## config.mk

```make
export PLATFORM = sky130hd
export DESIGN_NAME = sxd_extent_decoder
export DESIGN_NICKNAME = d
export VERILOG_FILES = /design/src/design/sxd_pkg.sv /design/src/design/sxd_count_join.sv /design/src/design/sxd_extent_decoder.sv
export VERILOG_INCLUDE_DIRS = /design/src /design/src/design
export SDC_FILE = /design/constraint.sdc
export NUM_CORES = 1
export LEC_CHECK = 0
export BUFFER_PORTS_ARGS = -buffer_cell sky130_fd_sc_hd__buf_4
export CAP_MARGIN = 20
export CORE_MARGIN = 4
export CORE_UTILIZATION = 40
export CTS_CLUSTER_SIZE = 20
export DETAILED_ROUTE_END_ITERATION = 6
export GPL_TIMING_DRIVEN = 0
export PLACE_DENSITY = 0.66
export SLEW_MARGIN = 10
export SYNTH_ARGS = -nofsm -noshare
export SYNTH_HDL_FRONTEND = slang
export SYNTH_HIERARCHICAL = 1
export SYNTH_SLANG_ARGS = --single-unit
```

## constraint.sdc

```tcl
create_clock -name REF_CLK -period 0.9 [get_ports REF_CLK]
set_input_delay 0.18 -clock REF_CLK [delete_from_list [all_inputs] [get_ports REF_CLK]]
set_output_delay 0.18 -clock REF_CLK [all_outputs]
set_load 0.005 [all_outputs]
```

## src/design/sxd_map.svh

```systemverilog
`ifndef SXD_MAP_SVH
`define SXD_MAP_SVH
// ----------------------------------------------------------------
// descriptor field positions
// ----------------------------------------------------------------
`define SXD_HEIGHT_HI      29
`define SXD_HEIGHT_LO      16
`define SXD_WIDTH_HI       13
`define SXD_WIDTH_LO       0
`define SXD_DEPTH_HI       31
`define SXD_DEPTH_LO       21
`define SXD_PITCH_HI       17
`define SXD_PITCH_LO       0
// ----------------------------------------------------------------
// entry count width, range limits and width unit codes
// ----------------------------------------------------------------
`define SXD_CNT_W          31
`define SXD_VOL_WIDTH_MAX  14'h07FF
`define SXD_CUBE_DEPTH_MAX 11'h154
`define SXD_STRUCT_MAX     18'h007FF
`define SXD_WIDTH_UNIT_DW  2'h0
`define SXD_WIDTH_UNIT_W   2'h1
`define SXD_WIDTH_UNIT_PX  2'h2
`endif

```

## src/design/sxd_pkg.sv

```systemverilog
`default_nettype none
package sxd_pkg;
  // surface kinds, one-hot
  typedef enum logic [5:0] {
    SXD_KIND_LINE   = 6'h01,
    SXD_KIND_PLANE  = 6'h02,
    SXD_KIND_VOLUME = 6'h04,
    SXD_KIND_SIXFACE = 6'h08,
    SXD_KIND_PLAIN  = 6'h10,
    SXD_KIND_STRUCT = 6'h20
  } sxd_kind_t;
endpackage
`default_nettype wire

```

## src/design/sxd_count_join.sv

```systemverilog
`include "sxd_map.svh"
`default_nettype none
// ----------------------------------------------------------------
// rebuilds buffer entry count minus one from the three size fields
// ----------------------------------------------------------------
module sxd_count_join
  import sxd_pkg::*;
(
  input  wire logic [13:0] height_f,
  input  wire logic [13:0] width_f,
  input  wire logic [10:0] depth_f,
  input  wire logic        is_struct,
  input  wire logic        is_raw,
  output logic [30:0]      count_m1
);
  logic [9:0] dep_slice;
  // depth slice width depends on buffer flavour
  always_comb
  begin
    if (is_struct)
      dep_slice = {4'h0, depth_f[5:0]};                  // RULE_06
    else if (is_raw)
      dep_slice = depth_f[9:0];                          // RULE_04
    else
      dep_slice = {3'h0, depth_f[6:0]};                  // RULE_05
    count_m1 = {dep_slice, height_f, width_f[6:0]};      // RULE_02 RULE_03
  end
endmodule
`default_nettype wire

```

## src/design/sxd_extent_decoder.sv

```systemverilog
// Functional notes
// RULE_01: non-buffer height field is base height minus one; line surfaces hold zero.
// RULE_02: buffer height field carries entry-count-minus-one bits 20 to 7.
// RULE_03: buffer width low seven bits carry entry-count-minus-one bits 6 to 0.
// RULE_04: raw plain buffer depth carries bits 30 to 21.
// RULE_05: non-raw plain buffer depth carries bits 27 to 21.
// RULE_06: structured buffer depth carries bits 26 to 21.
// RULE_07: software splits count minus one right-justified, upper bits cleared.
// RULE_08: raw buffer entries count bytes, up to two to the thirtieth; the decoder takes counts up to two to the thirty-first.
// RULE_09: with line stride one, height means one field, not frame.
// RULE_10: software keeps stride-0 height even when both strides used.
// RULE_11: software keeps height even for non-normal pixel boundary mode.
// RULE_12: width is width minus one; volumes to 2048, others 16384.
// RULE_13: media block width in doublewords; enhancement two-plane output uses words.
// RULE_14: software keeps width within pitch; cube width equals height.
// RULE_15: software: mono textures width multiple of 32, luma-chroma targets of 2.
// RULE_16: software sets width low bits to one for raw buffers.
// RULE_17: depth is volume depth or array count minus one.
// RULE_18: sampler cube depth counts cube elements up to 340; else zero.
// RULE_19: software limits sampler cube depth to 85.
// RULE_20: software keeps plain buffer depth to 63 unless raw one-byte pitch.
// RULE_21: pitch is bytes minus one; buffers use structure size to 2048.
// RULE_22: software keeps tiled and linear pitch ranges.
// RULE_23: reserved descriptor bits are ignored.
`include "sxd_map.svh"
`default_nettype none
module sxd_extent_decoder
  import sxd_pkg::*;
(
  input  wire logic        REF_CLK,
  input  wire logic        RST_N,
  input  wire logic        DESC_VALID,
  input  wire logic [5:0]  SURFACE_KIND,
  input  wire logic        RAW_FORMAT,
  input  wire logic        SAMPLER_USE,
  input  wire logic        LINE_STRIDE_ONE,
  input  wire logic        MEDIA_BLOCK,
  input  wire logic        ENHANCE_TWO_PLANE,
  input  wire logic [31:0] HW_WORD,
  input  wire logic [31:0] DP_WORD,
  output logic             EXT_VALID,
  output logic             IS_BUFFER,
  output logic [14:0]      EXT_HEIGHT,
  output logic             HEIGHT_IS_FIELD,
  output logic [14:0]      EXT_WIDTH,
  output logic [1:0]       WIDTH_UNIT,
  output logic [11:0]      EXT_DEPTH,
  output logic [18:0]      EXT_PITCH,
  output logic [31:0]      BUF_ENTRIES,
  output logic             RANGE_ERR
);
  // ----------------------------------------------------------------
  // field extraction
  // ----------------------------------------------------------------
  logic [13:0] height_f;
  logic [13:0] width_f;
  logic [10:0] depth_f;
  logic [17:0] pitch_f;
  logic [30:0] count_m1;
  logic        is_buf;
  logic        is_struct;

  // reserved bits 15:14 and 20:18 are simply never selected
  assign height_f  = HW_WORD[`SXD_HEIGHT_HI:`SXD_HEIGHT_LO];  // RULE_23
  assign width_f   = HW_WORD[`SXD_WIDTH_HI:`SXD_WIDTH_LO];
  assign depth_f   = DP_WORD[`SXD_DEPTH_HI:`SXD_DEPTH_LO];
  assign pitch_f   = DP_WORD[`SXD_PITCH_HI:`SXD_PITCH_LO];    // RULE_23
  assign is_struct = (SURFACE_KIND == SXD_KIND_STRUCT);
  assign is_buf    = (SURFACE_KIND == SXD_KIND_PLAIN) || is_struct;

  sxd_count_join u_join (
    .height_f  (height_f),
    .width_f   (width_f),
    .depth_f   (depth_f),
    .is_struct (is_struct),
    .is_raw    (RAW_FORMAT && !is_struct),
    .count_m1  (count_m1)
  );

  // add one to a minus-one field
  function automatic logic [14:0] plus_one14(input logic [13:0] v);
    plus_one14 = {1'b0, v} + 15'h0001;
  endfunction

  // ----------------------------------------------------------------
  // next-value logic
  // ----------------------------------------------------------------
  logic        valid_d, valid_q;
  logic        isbuf_d, isbuf_q;
  logic [14:0] height_d, height_q;
  logic        field_d, field_q;
  logic [14:0] width_d, width_q;
  logic [1:0]  unit_d, unit_q;
  logic [11:0] depth_d, depth_q;
  logic [18:0] pitch_d, pitch_q;
  logic [31:0] entries_d, entries_q;
  logic        err_d, err_q;

  // decoded extents are counts, not minus-one values
  always_comb
  begin
    valid_d   = DESC_VALID;
    isbuf_d   = isbuf_q;
    height_d  = height_q;
    field_d   = field_q;
    width_d   = width_q;
    unit_d    = unit_q;
    depth_d   = depth_q;
    pitch_d   = pitch_q;
    entries_d = entries_q;
    err_d     = 1'b0;
    if (DESC_VALID)
    begin
      // buffer flag is an extent too: it only moves on a taken decode
      isbuf_d   = is_buf;
      entries_d = {1'b0, count_m1} + 32'h0000_0001;       // RULE_02 RULE_08
      field_d   = LINE_STRIDE_ONE && !is_buf;              // RULE_09
      pitch_d   = {1'b0, pitch_f} + 19'h00001;             // RULE_21
      depth_d   = {1'b0, depth_f} + 12'h001;               // RULE_17
      if (MEDIA_BLOCK)
        unit_d = ENHANCE_TWO_PLANE ? `SXD_WIDTH_UNIT_W : `SXD_WIDTH_UNIT_DW; // RULE_13
      else
        unit_d = `SXD_WIDTH_UNIT_PX;
      if (is_buf)
      begin
        height_d = 15'h0001;
        width_d  = 15'h0001;
        depth_d  = 12'h001;
        if (pitch_f > `SXD_STRUCT_MAX)
          err_d = 1'b1;                                    // RULE_21
      end
      else
      begin
        height_d = plus_one14(height_f);                   // RULE_01
        width_d  = plus_one14(width_f);                    // RULE_12
        case (SURFACE_KIND)
          SXD_KIND_LINE:
          begin
            height_d = 15'h0001;                           // RULE_01
            if (height_f != 14'h0000)
              err_d = 1'b1;
          end
          SXD_KIND_VOLUME:
          begin
            if (width_f > `SXD_VOL_WIDTH_MAX)
              err_d = 1'b1;                                // RULE_12
          end
          SXD_KIND_SIXFACE:
          begin
            // sampler counts whole cubes of six slices
            if (SAMPLER_USE && depth_f > `SXD_CUBE_DEPTH_MAX)
              err_d = 1'b1;                                // RULE_18
            if (!SAMPLER_USE && depth_f != 11'h000)
              err_d = 1'b1;                                // RULE_18
          end
          SXD_KIND_PLANE:
            err_d = 1'b0;
          default:
            err_d = 1'b1;
        endcase
      end
    end
  end

  // ----------------------------------------------------------------
  // registers
  // ----------------------------------------------------------------
  always_ff @(posedge REF_CLK or negedge RST_N)
  begin
    if (!RST_N)
    begin
      valid_q   <= 1'b0;
      isbuf_q   <= 1'b0;
      height_q  <= 15'h0000;
      field_q   <= 1'b0;
      width_q   <= 15'h0000;
      unit_q    <= 2'h0;
      depth_q   <= 12'h000;
      pitch_q   <= 19'h00000;
      entries_q <= 32'h0000_0000;
      err_q     <= 1'b0;
    end
    else
    begin
      valid_q   <= valid_d;
      isbuf_q   <= isbuf_d;
      height_q  <= height_d;
      field_q   <= field_d;
      width_q   <= width_d;
      unit_q    <= unit_d;
      depth_q   <= depth_d;
      pitch_q   <= pitch_d;
      entries_q <= entries_d;
      err_q     <= err_d;
    end
  end

  assign EXT_VALID       = valid_q;
  assign IS_BUFFER       = isbuf_q;
  assign EXT_HEIGHT      = height_q;
  assign HEIGHT_IS_FIELD = field_q;
  assign EXT_WIDTH       = width_q;
  assign WIDTH_UNIT      = unit_q;
  assign EXT_DEPTH       = depth_q;
  assign EXT_PITCH       = pitch_q;
  assign BUF_ENTRIES     = entries_q;
  assign RANGE_ERR       = err_q;

  // ----------------------------------------------------------------
  // checks
  // ----------------------------------------------------------------
  chk_buf_count: assert property (@(posedge REF_CLK) disable iff (!RST_N) // RULE_06
    DESC_VALID && is_struct |=> BUF_ENTRIES ==
      {5'h00, $past(DP_WORD[26:21]), $past(HW_WORD[29:16]), $past(HW_WORD[6:0])} + 32'h1)
    else $error("struct buffer entry count wrong");
  // full count compare, so a carry out of the low slices is judged too
  chk_raw_count: assert property (@(posedge REF_CLK) disable iff (!RST_N) // RULE_04
    DESC_VALID && SURFACE_KIND == SXD_KIND_PLAIN && RAW_FORMAT |=> BUF_ENTRIES ==
      {1'b0, $past(DP_WORD[30:21]), $past(HW_WORD[29:16]), $past(HW_WORD[6:0])} + 32'h1)
    else $error("raw buffer entry count wrong");
  chk_plain_depth: assert property (@(posedge REF_CLK) disable iff (!RST_N) // RULE_05
    DESC_VALID && SURFACE_KIND == SXD_KIND_PLAIN && !RAW_FORMAT && !(&HW_WORD[29:16])
      |=> BUF_ENTRIES[30:28] == 3'h0)
    else $error("non-raw depth upper bits leaked");
  chk_height_val: assert property (@(posedge REF_CLK) disable iff (!RST_N) // RULE_01
    DESC_VALID && SURFACE_KIND == SXD_KIND_PLANE |=>
      EXT_HEIGHT == {1'b0, $past(HW_WORD[29:16])} + 15'h1)
    else $error("plane height wrong");
  chk_width_val: assert property (@(posedge REF_CLK) disable iff (!RST_N) // RULE_12
    DESC_VALID && !is_buf |=> EXT_WIDTH == {1'b0, $past(HW_WORD[13:0])} + 15'h1)
    else $error("width wrong");
  chk_vol_width: assert property (@(posedge REF_CLK) disable iff (!RST_N) // RULE_12
    DESC_VALID && SURFACE_KIND == SXD_KIND_VOLUME && HW_WORD[13:11] != 3'h0 |=> RANGE_ERR)
    else $error("wide volume not flagged");
  chk_cube_depth: assert property (@(posedge REF_CLK) disable iff (!RST_N) // RULE_18
    DESC_VALID && SURFACE_KIND == SXD_KIND_SIXFACE && SAMPLER_USE &&
      DP_WORD[31:21] > 11'h154 |=> RANGE_ERR)
    else $error("cube depth not flagged");
  chk_field_mode: assert property (@(posedge REF_CLK) disable iff (!RST_N) // RULE_09
    DESC_VALID |=> HEIGHT_IS_FIELD == ($past(LINE_STRIDE_ONE) && !IS_BUFFER))
    else $error("field mode wrong");
  chk_width_unit: assert property (@(posedge REF_CLK) disable iff (!RST_N) // RULE_13
    DESC_VALID && MEDIA_BLOCK && ENHANCE_TWO_PLANE |=> WIDTH_UNIT == 2'h1)
    else $error("word unit not chosen");
  chk_pitch_val: assert property (@(posedge REF_CLK) disable iff (!RST_N) // RULE_21
    DESC_VALID |=> EXT_PITCH == {1'b0, $past(DP_WORD[17:0])} + 19'h1)
    else $error("pitch wrong");
  chk_rsvd_ign: assert property (@(posedge REF_CLK) disable iff (!RST_N) // RULE_23
    DESC_VALID && $stable(HW_WORD[29:16]) && $stable(HW_WORD[13:0]) && $stable(DP_WORD[31:21])
      && $stable(DP_WORD[17:0]) && $past(DESC_VALID) && $stable(SURFACE_KIND)
      |=> $stable(EXT_HEIGHT) && $stable(EXT_PITCH))
    else $error("reserved bits changed output");
endmodule
`default_nettype wire

```

* Word level (Yosys, flattened, before mapping)
Cells that the tools add are included.
** Storage, ports and cells
- Register bits after elaboration :: 99
- Logic and storage cells :: 50
- Bits of input ports :: 78
** Cells by class
- Magnitude comparators :: 3
- Equal/unequal tests :: 6
- Muxes and demuxes :: 16
- Add/sub/neg operators :: 5
- Reduce and logical (&&, ||, !) cells :: 10
** Operators with widths (count)
- 15-bit 2-to-1 mux :: 3
- 31-bit by 1-bit adder with 32-bit output, second input constant :: 1
- 14-bit by 1-bit adder with 15-bit output, second input constant :: 2
- 10-bit 2-to-1 mux :: 2
- 18-bit by 1-bit adder with 19-bit output, second input constant :: 1
- 18-bit by 11-bit greater-than comparator with 1-bit output, second input constant :: 1
- 14-bit by 11-bit greater-than comparator with 1-bit output, second input constant :: 1
- 14-bit nonzero test :: 1
- 11-bit by 1-bit adder with 12-bit output, second input constant :: 1
- 12-bit 2-to-1 mux :: 1
- 11-bit by 9-bit greater-than comparator with 1-bit output, second input constant :: 1
- 11-bit nonzero test :: 1
- 1-bit 2-to-1 mux :: 8
- 6-bit by 1-bit == test with 1-bit output, second input constant :: 1
- 6-bit by 2-bit == test with 1-bit output, second input constant :: 1
- 6-bit by 3-bit == test with 1-bit output, second input constant :: 1
- 6-bit by 4-bit == test with 1-bit output, second input constant :: 1
- 6-bit by 5-bit == test with 1-bit output, second input constant :: 1
- 6-bit == test, second input constant :: 1
- 1-bit logical AND :: 4
- 1-bit case mux with 4 select lines :: 1
- 1-bit logical NOT :: 3
- 2-bit 2-to-1 mux :: 1
- 1-bit logical OR :: 1

* Longest topological paths before layout
- Depth in word-level cells :: 7
- Depth in mapped cells :: 7
- Gate-level depth less buffers :: 7

* By module
The synthesis kept the hierarchy.
** Modules (own cells, without submodules)
- sxd_extent_decoder :: instances 1, area an instance 5281.3 µm², cells an instance 548
- sxd_count_join :: instances 1, area an instance 235.2 µm², cells an instance 31

* Worst setup path after synthesis
OpenSTA, ideal clock, no wires.
- Path kind :: in2reg
- Start :: input port SURFACE_KIND[1]
- End :: register entries_q[30], in the netlist BUF_ENTRIES[30]
- Library setup time :: 0.082 ns
- Slack :: -0.661 ns
- Data arrival time :: 1.479 ns
- Required time :: 0.818 ns
- Stages on the path :: 7
- Path through :: nor3_1 -> and3_1 -> nor2b_1 -> and3b_1 -> and3_1 -> a31o_2 -> a31oi_1
** Between the ends
- Longest elaborated chain between the ends :: 6
** Ends and longest elaborated chain
- start, declared :: RTL line sxd_extent_decoder.sv:33 : input wire logic [5:0] SURFACE_KIND,
- 6-bit == test * :: RTL line sxd_extent_decoder.sv:68 : assign is_struct = (SURFACE_KIND == SXD_KIND_STRUCT);
- named net is_struct :: RTL line sxd_extent_decoder.sv:61 : logic is_struct;
- 1-bit logical NOT :: RTL line sxd_extent_decoder.sv:76 : .is_raw (RAW_FORMAT && !is_struct),
- 1-bit logical AND :: RTL line sxd_extent_decoder.sv:76
- 10-bit 2-to-1 mux :: RTL line sxd_count_join.sv:22 : else if (is_raw)
- 10-bit 2-to-1 mux * :: RTL line sxd_count_join.sv:20 : if (is_struct)
- named net count_m1[28] :: RTL line sxd_extent_decoder.sv:59 : logic [30:0] count_m1;
- 31-bit by 1-bit adder with 32-bit output * :: RTL line sxd_extent_decoder.sv:116 : entries_d = {1'b0, count_m1} + 32'h0000_0001;
- end signal, assigned :: RTL line sxd_extent_decoder.sv:193 : entries_q <= entries_d;
- end, declared :: RTL line sxd_extent_decoder.sv:96 : logic [31:0] entries_d, entries_q;
The timed path passes the listed nets; every way through them passes the cells marked *.
A chain may end at the register's enable or synchronous reset.

* Worst setup path in the final report
- Start :: input port SURFACE_KIND[3]
- End :: register entries_q[30], in the netlist BUF_ENTRIES[30]
The elaborated chain is that of the path after synthesis.

==> key figures <==
Status
  – Status: finished, violations left
  – Failing checks: negative hold slack, negative setup slack

Routing
  – DRT Pass-1 Iters: 5
  – Final ANT Viol Nets: 0
  – Routed vias: 5625
  – Routed WL per cell: roughly 18 µm
  – DRT iter0 DRCs: 313
  – Post-Route WL: 19.4 mm
  – Post-route DRC: 0
  – Vias per cell: 5.20

Critical path
  – R2R cell count: 3
  – Critical Path Source: SURFACE_KIND[3]
  – Worst path arrival time: 1.53 ns
  – Startpoint types: primary input
  – CP max stage delay: 0.26 ns
  – Flop-to-flop setup slack: -0.07 ns
  – CP top delay family: simple AND/OR/NAND/NOR gates
  – R2R Path End: EXT_HEIGHT[10]$_DFFE_PN0P_
  – Crit path capture type: flop
  – Critical path cell sequence: buf_8, nor3_4, and3_4, nor2b_4, and3b_2, and3_4, a31o_4, a31oi_4
  – Reg2reg start: EXT_HEIGHT[10]$_DFFE_PN0P_
  – Most used cell, CP: and3_4
  – Data required, critical path: 1.18 ns
  – WS Path Type: in2reg
  – Critical Path Fanout Max: 5
  – Buf/Inv on CP: 1
  – Slowest cell on crit path: and3_4

Clock tree
  – CTS tree: built
  – # H-tree levels: 3
  – TritonCTS sink count: 99
  – CTS Buf Count: 9
  – Hold Buf Count CTS: 1
  – CTS max path bufs: 2
  – Root Buffer: clkbuf_16
  – Skew-Pair Late Insertion Delay: 0.36 ns
  – Clk pin slew, worst setup/hold paths: 0.07 ns

GRT
  – Total GRT Usage: 22.8%
  – Initial antenna violation count: 0
  – Vias in the first global route: 5655
  – Total grt overflow: 0
  – First-pass GRT wire length: about 29 mm
  – Largest net degree at the start of global routing: 63

Die
  – Die Wd: about 130 µm
  – Core area: 0.0133 mm²
  – Die Area: 0.0157 mm²
  – Placement Rows: 42
  – Starting Density: 41.3%
  – Die Ht: ~130 µm
  – IO Pins: 177

Place
  – Setup WS pre-CTS: -0.975 ns
  – IO Port Bufs: 168
  – Dpl hpwl: around 13 mm
  – Placed cell areas: between 0.007 and 0.008 mm²
  – Routability cong.: 0.849
  – Placed Cells: between 900 and 1000

Logic synthesis
  – Post-Syn Instances: roughly 580
  – Synth cell types: 48
  – Post-Syn Area: 0.00552 mm²
  – Seq/Total Area, Yosys: between 40% and 50%
  – Synth async-reset ratio: 100%
  – EDFF count, synth: 0
  – Top cells by area, synth: dfrtp_1, xor2_1, xnor2_1, nor2_1, a21oi_1
  – Yosys Warn Count: 6
  – Syn_nets: 664
  – Primary FF master, synth: dfrtp_1
  – Avg Inst Size Synth: 9.53 µm²
  – #FFs+latches synth: 99
  – Cell accounting for the most synthesized area: dfrtp_1
  – Post-synth top area share: between 40% and 50%

Cells and area
  – Share of layout cells above drive strength 1: 52.3%
  – Most frequent cells in the layout: buf_4, buf_6, dfrtp_1
  – Most common cell after layout, fill and taps aside: buf_4
  – Layout area overhead: 80.0%
  – Final non-filler cell total: 1082
  – NumNets Final: 987
  – Diode count: 0
  – Final instance area: 0.00993 mm²
  – Final core utilization: 74.4%

Power and ir drop
  – Peak supply drop: 717 µV
  – Leak Pwr: 4.45 nW
  – P_int: roughly 9.6 mW
  – Sequential Power Share: approximately two fifths
  – Sw Share: about 27%
  – Pwr Density: 1320 mW/mm²
  – Final Total Pwr: 13.1 mW
  – Clock network fraction of total power: between 30% and 40%
  – Power share of the combinational group: 27.9%
  – Net Sw Power: 3.52 mW

Timing
  – RSZ-0062 raised after global routing: yes
  – Worst setup margin: -0.351 ns
  – Final Max Tran Viols: 0
  – Setup TNS Final: -19.85 ns
  – Final setup fails: 139
  – Hold Vio Cnt, Final: 37
  – Tmin final: 1.25 ns
  – Worst slew pin tran: 0.527 ns
  – WHS: -0.206 ns
  – Slew headroom: about two thirds
  – Clock Skew: 0 ns
  – Maximum clock frequency: 799 MHz
  – Fin crit share: 139%

Hold path
  – Class of the tightest hold or removal check: in2async

Job
  – Max-cap violation count: 0
## worst register-to-register path, cell delays in order, from the launching register on
cell and delay, ns:
dfrtp_1 0.39, buf_4 0.14, buf_4 0.12, a22o_1 0.21
## area by class of cell
class	count	area (µm²)
sequential	99	2480
clock buffer	10	239
multi-input combinational	419	3340
tap	176	220
clock inverter	5	77.6
fill	898	3420
buffer	46	425
inverter	13	53.8
timing repair buffer	314	3100
## power groups by stage
stage / clock network (mW) / registers, mW / logic, mW
3_3_place_gp: 0 / 5.18 / 2.42
4_1_cts: 4.26 / 5.18 / 3.21
5_1_grt: 4.49 / 5.24 / 3.91
6_report: 4.23 / 5.20 / 3.65
3_5_place_dp: 0 / 5.20 / 2.48
2_1_floorplan: 0 / 5.19 / 0.999
## cell usage after synthesis (12+ instances only)
cell type / count
and3_1: 16
a21oi_1: 45
dfrtp_1: 99
xor2_1: 45
inv_1: 12
o2bb2ai_1: 25
xnor2_1: 33
nor2_1: 72
clkbuf_1: 15
buf_4: 27
nand3_1: 39
nand4_1: 19
nand2_1: 35
## worst max path at each step
stage                                             end  slack (ns)  cells past startpoint
after floorplan           BUF_ENTRIES[30]$_DFFE_PN0P_       -0.51                      7
after global placement            RANGE_ERR$_DFF_PN0_        -1.0                      5
after detailed placement          RANGE_ERR$_DFF_PN0_       -0.98                      5
after CTS                 BUF_ENTRIES[30]$_DFFE_PN0P_       -0.33                      8
after global routing      BUF_ENTRIES[30]$_DFFE_PN0P_       -0.40                      8
final                     BUF_ENTRIES[30]$_DFFE_PN0P_       -0.35                      8
## sequential cells by signal, indices dropped and copies added, names as in the netlist
signal           cells
EXT_HEIGHT          15
IS_BUFFER            1
WIDTH_UNIT           2
BUF_ENTRIES         32
EXT_WIDTH           15
EXT_PITCH           19
RANGE_ERR            1
HEIGHT_IS_FIELD      1
EXT_VALID            1
EXT_DEPTH           12
## logic make-up after synthesis
kind of cell	Yosys count	synth area share, %
AOI/OAI and AO/OA	105	12.7
xor gates and xnor gates	78	12.4
adders and majority gates	7	1.59
buffers and inverters	61	6.15
DFF	99	44.9
muxes	3	0.612
and+or+nand+nor	226	21.7
## what timing repair did
action / 4_1_cts / 5_1_grt
cloned: 0 / 0
resized for setup: 200 / 80
pin swaps: 60 / 72
buffers inserted: 77 / 68
endpoints found under the hold margin: 38 / 37
endpoints found under the setup margin: 153 / 168
## per-layer routing
metal	GRT usage, %	part of all wire [%]	up-vias
met5	0	0	-
met1	27.5	40	2754
met2	38.6	51	178
li1	-	-	2663
met3	6.44	6.7	30
met4	8.67	2.5	0
Note: power is estimated with default switching activity, not from simulation.
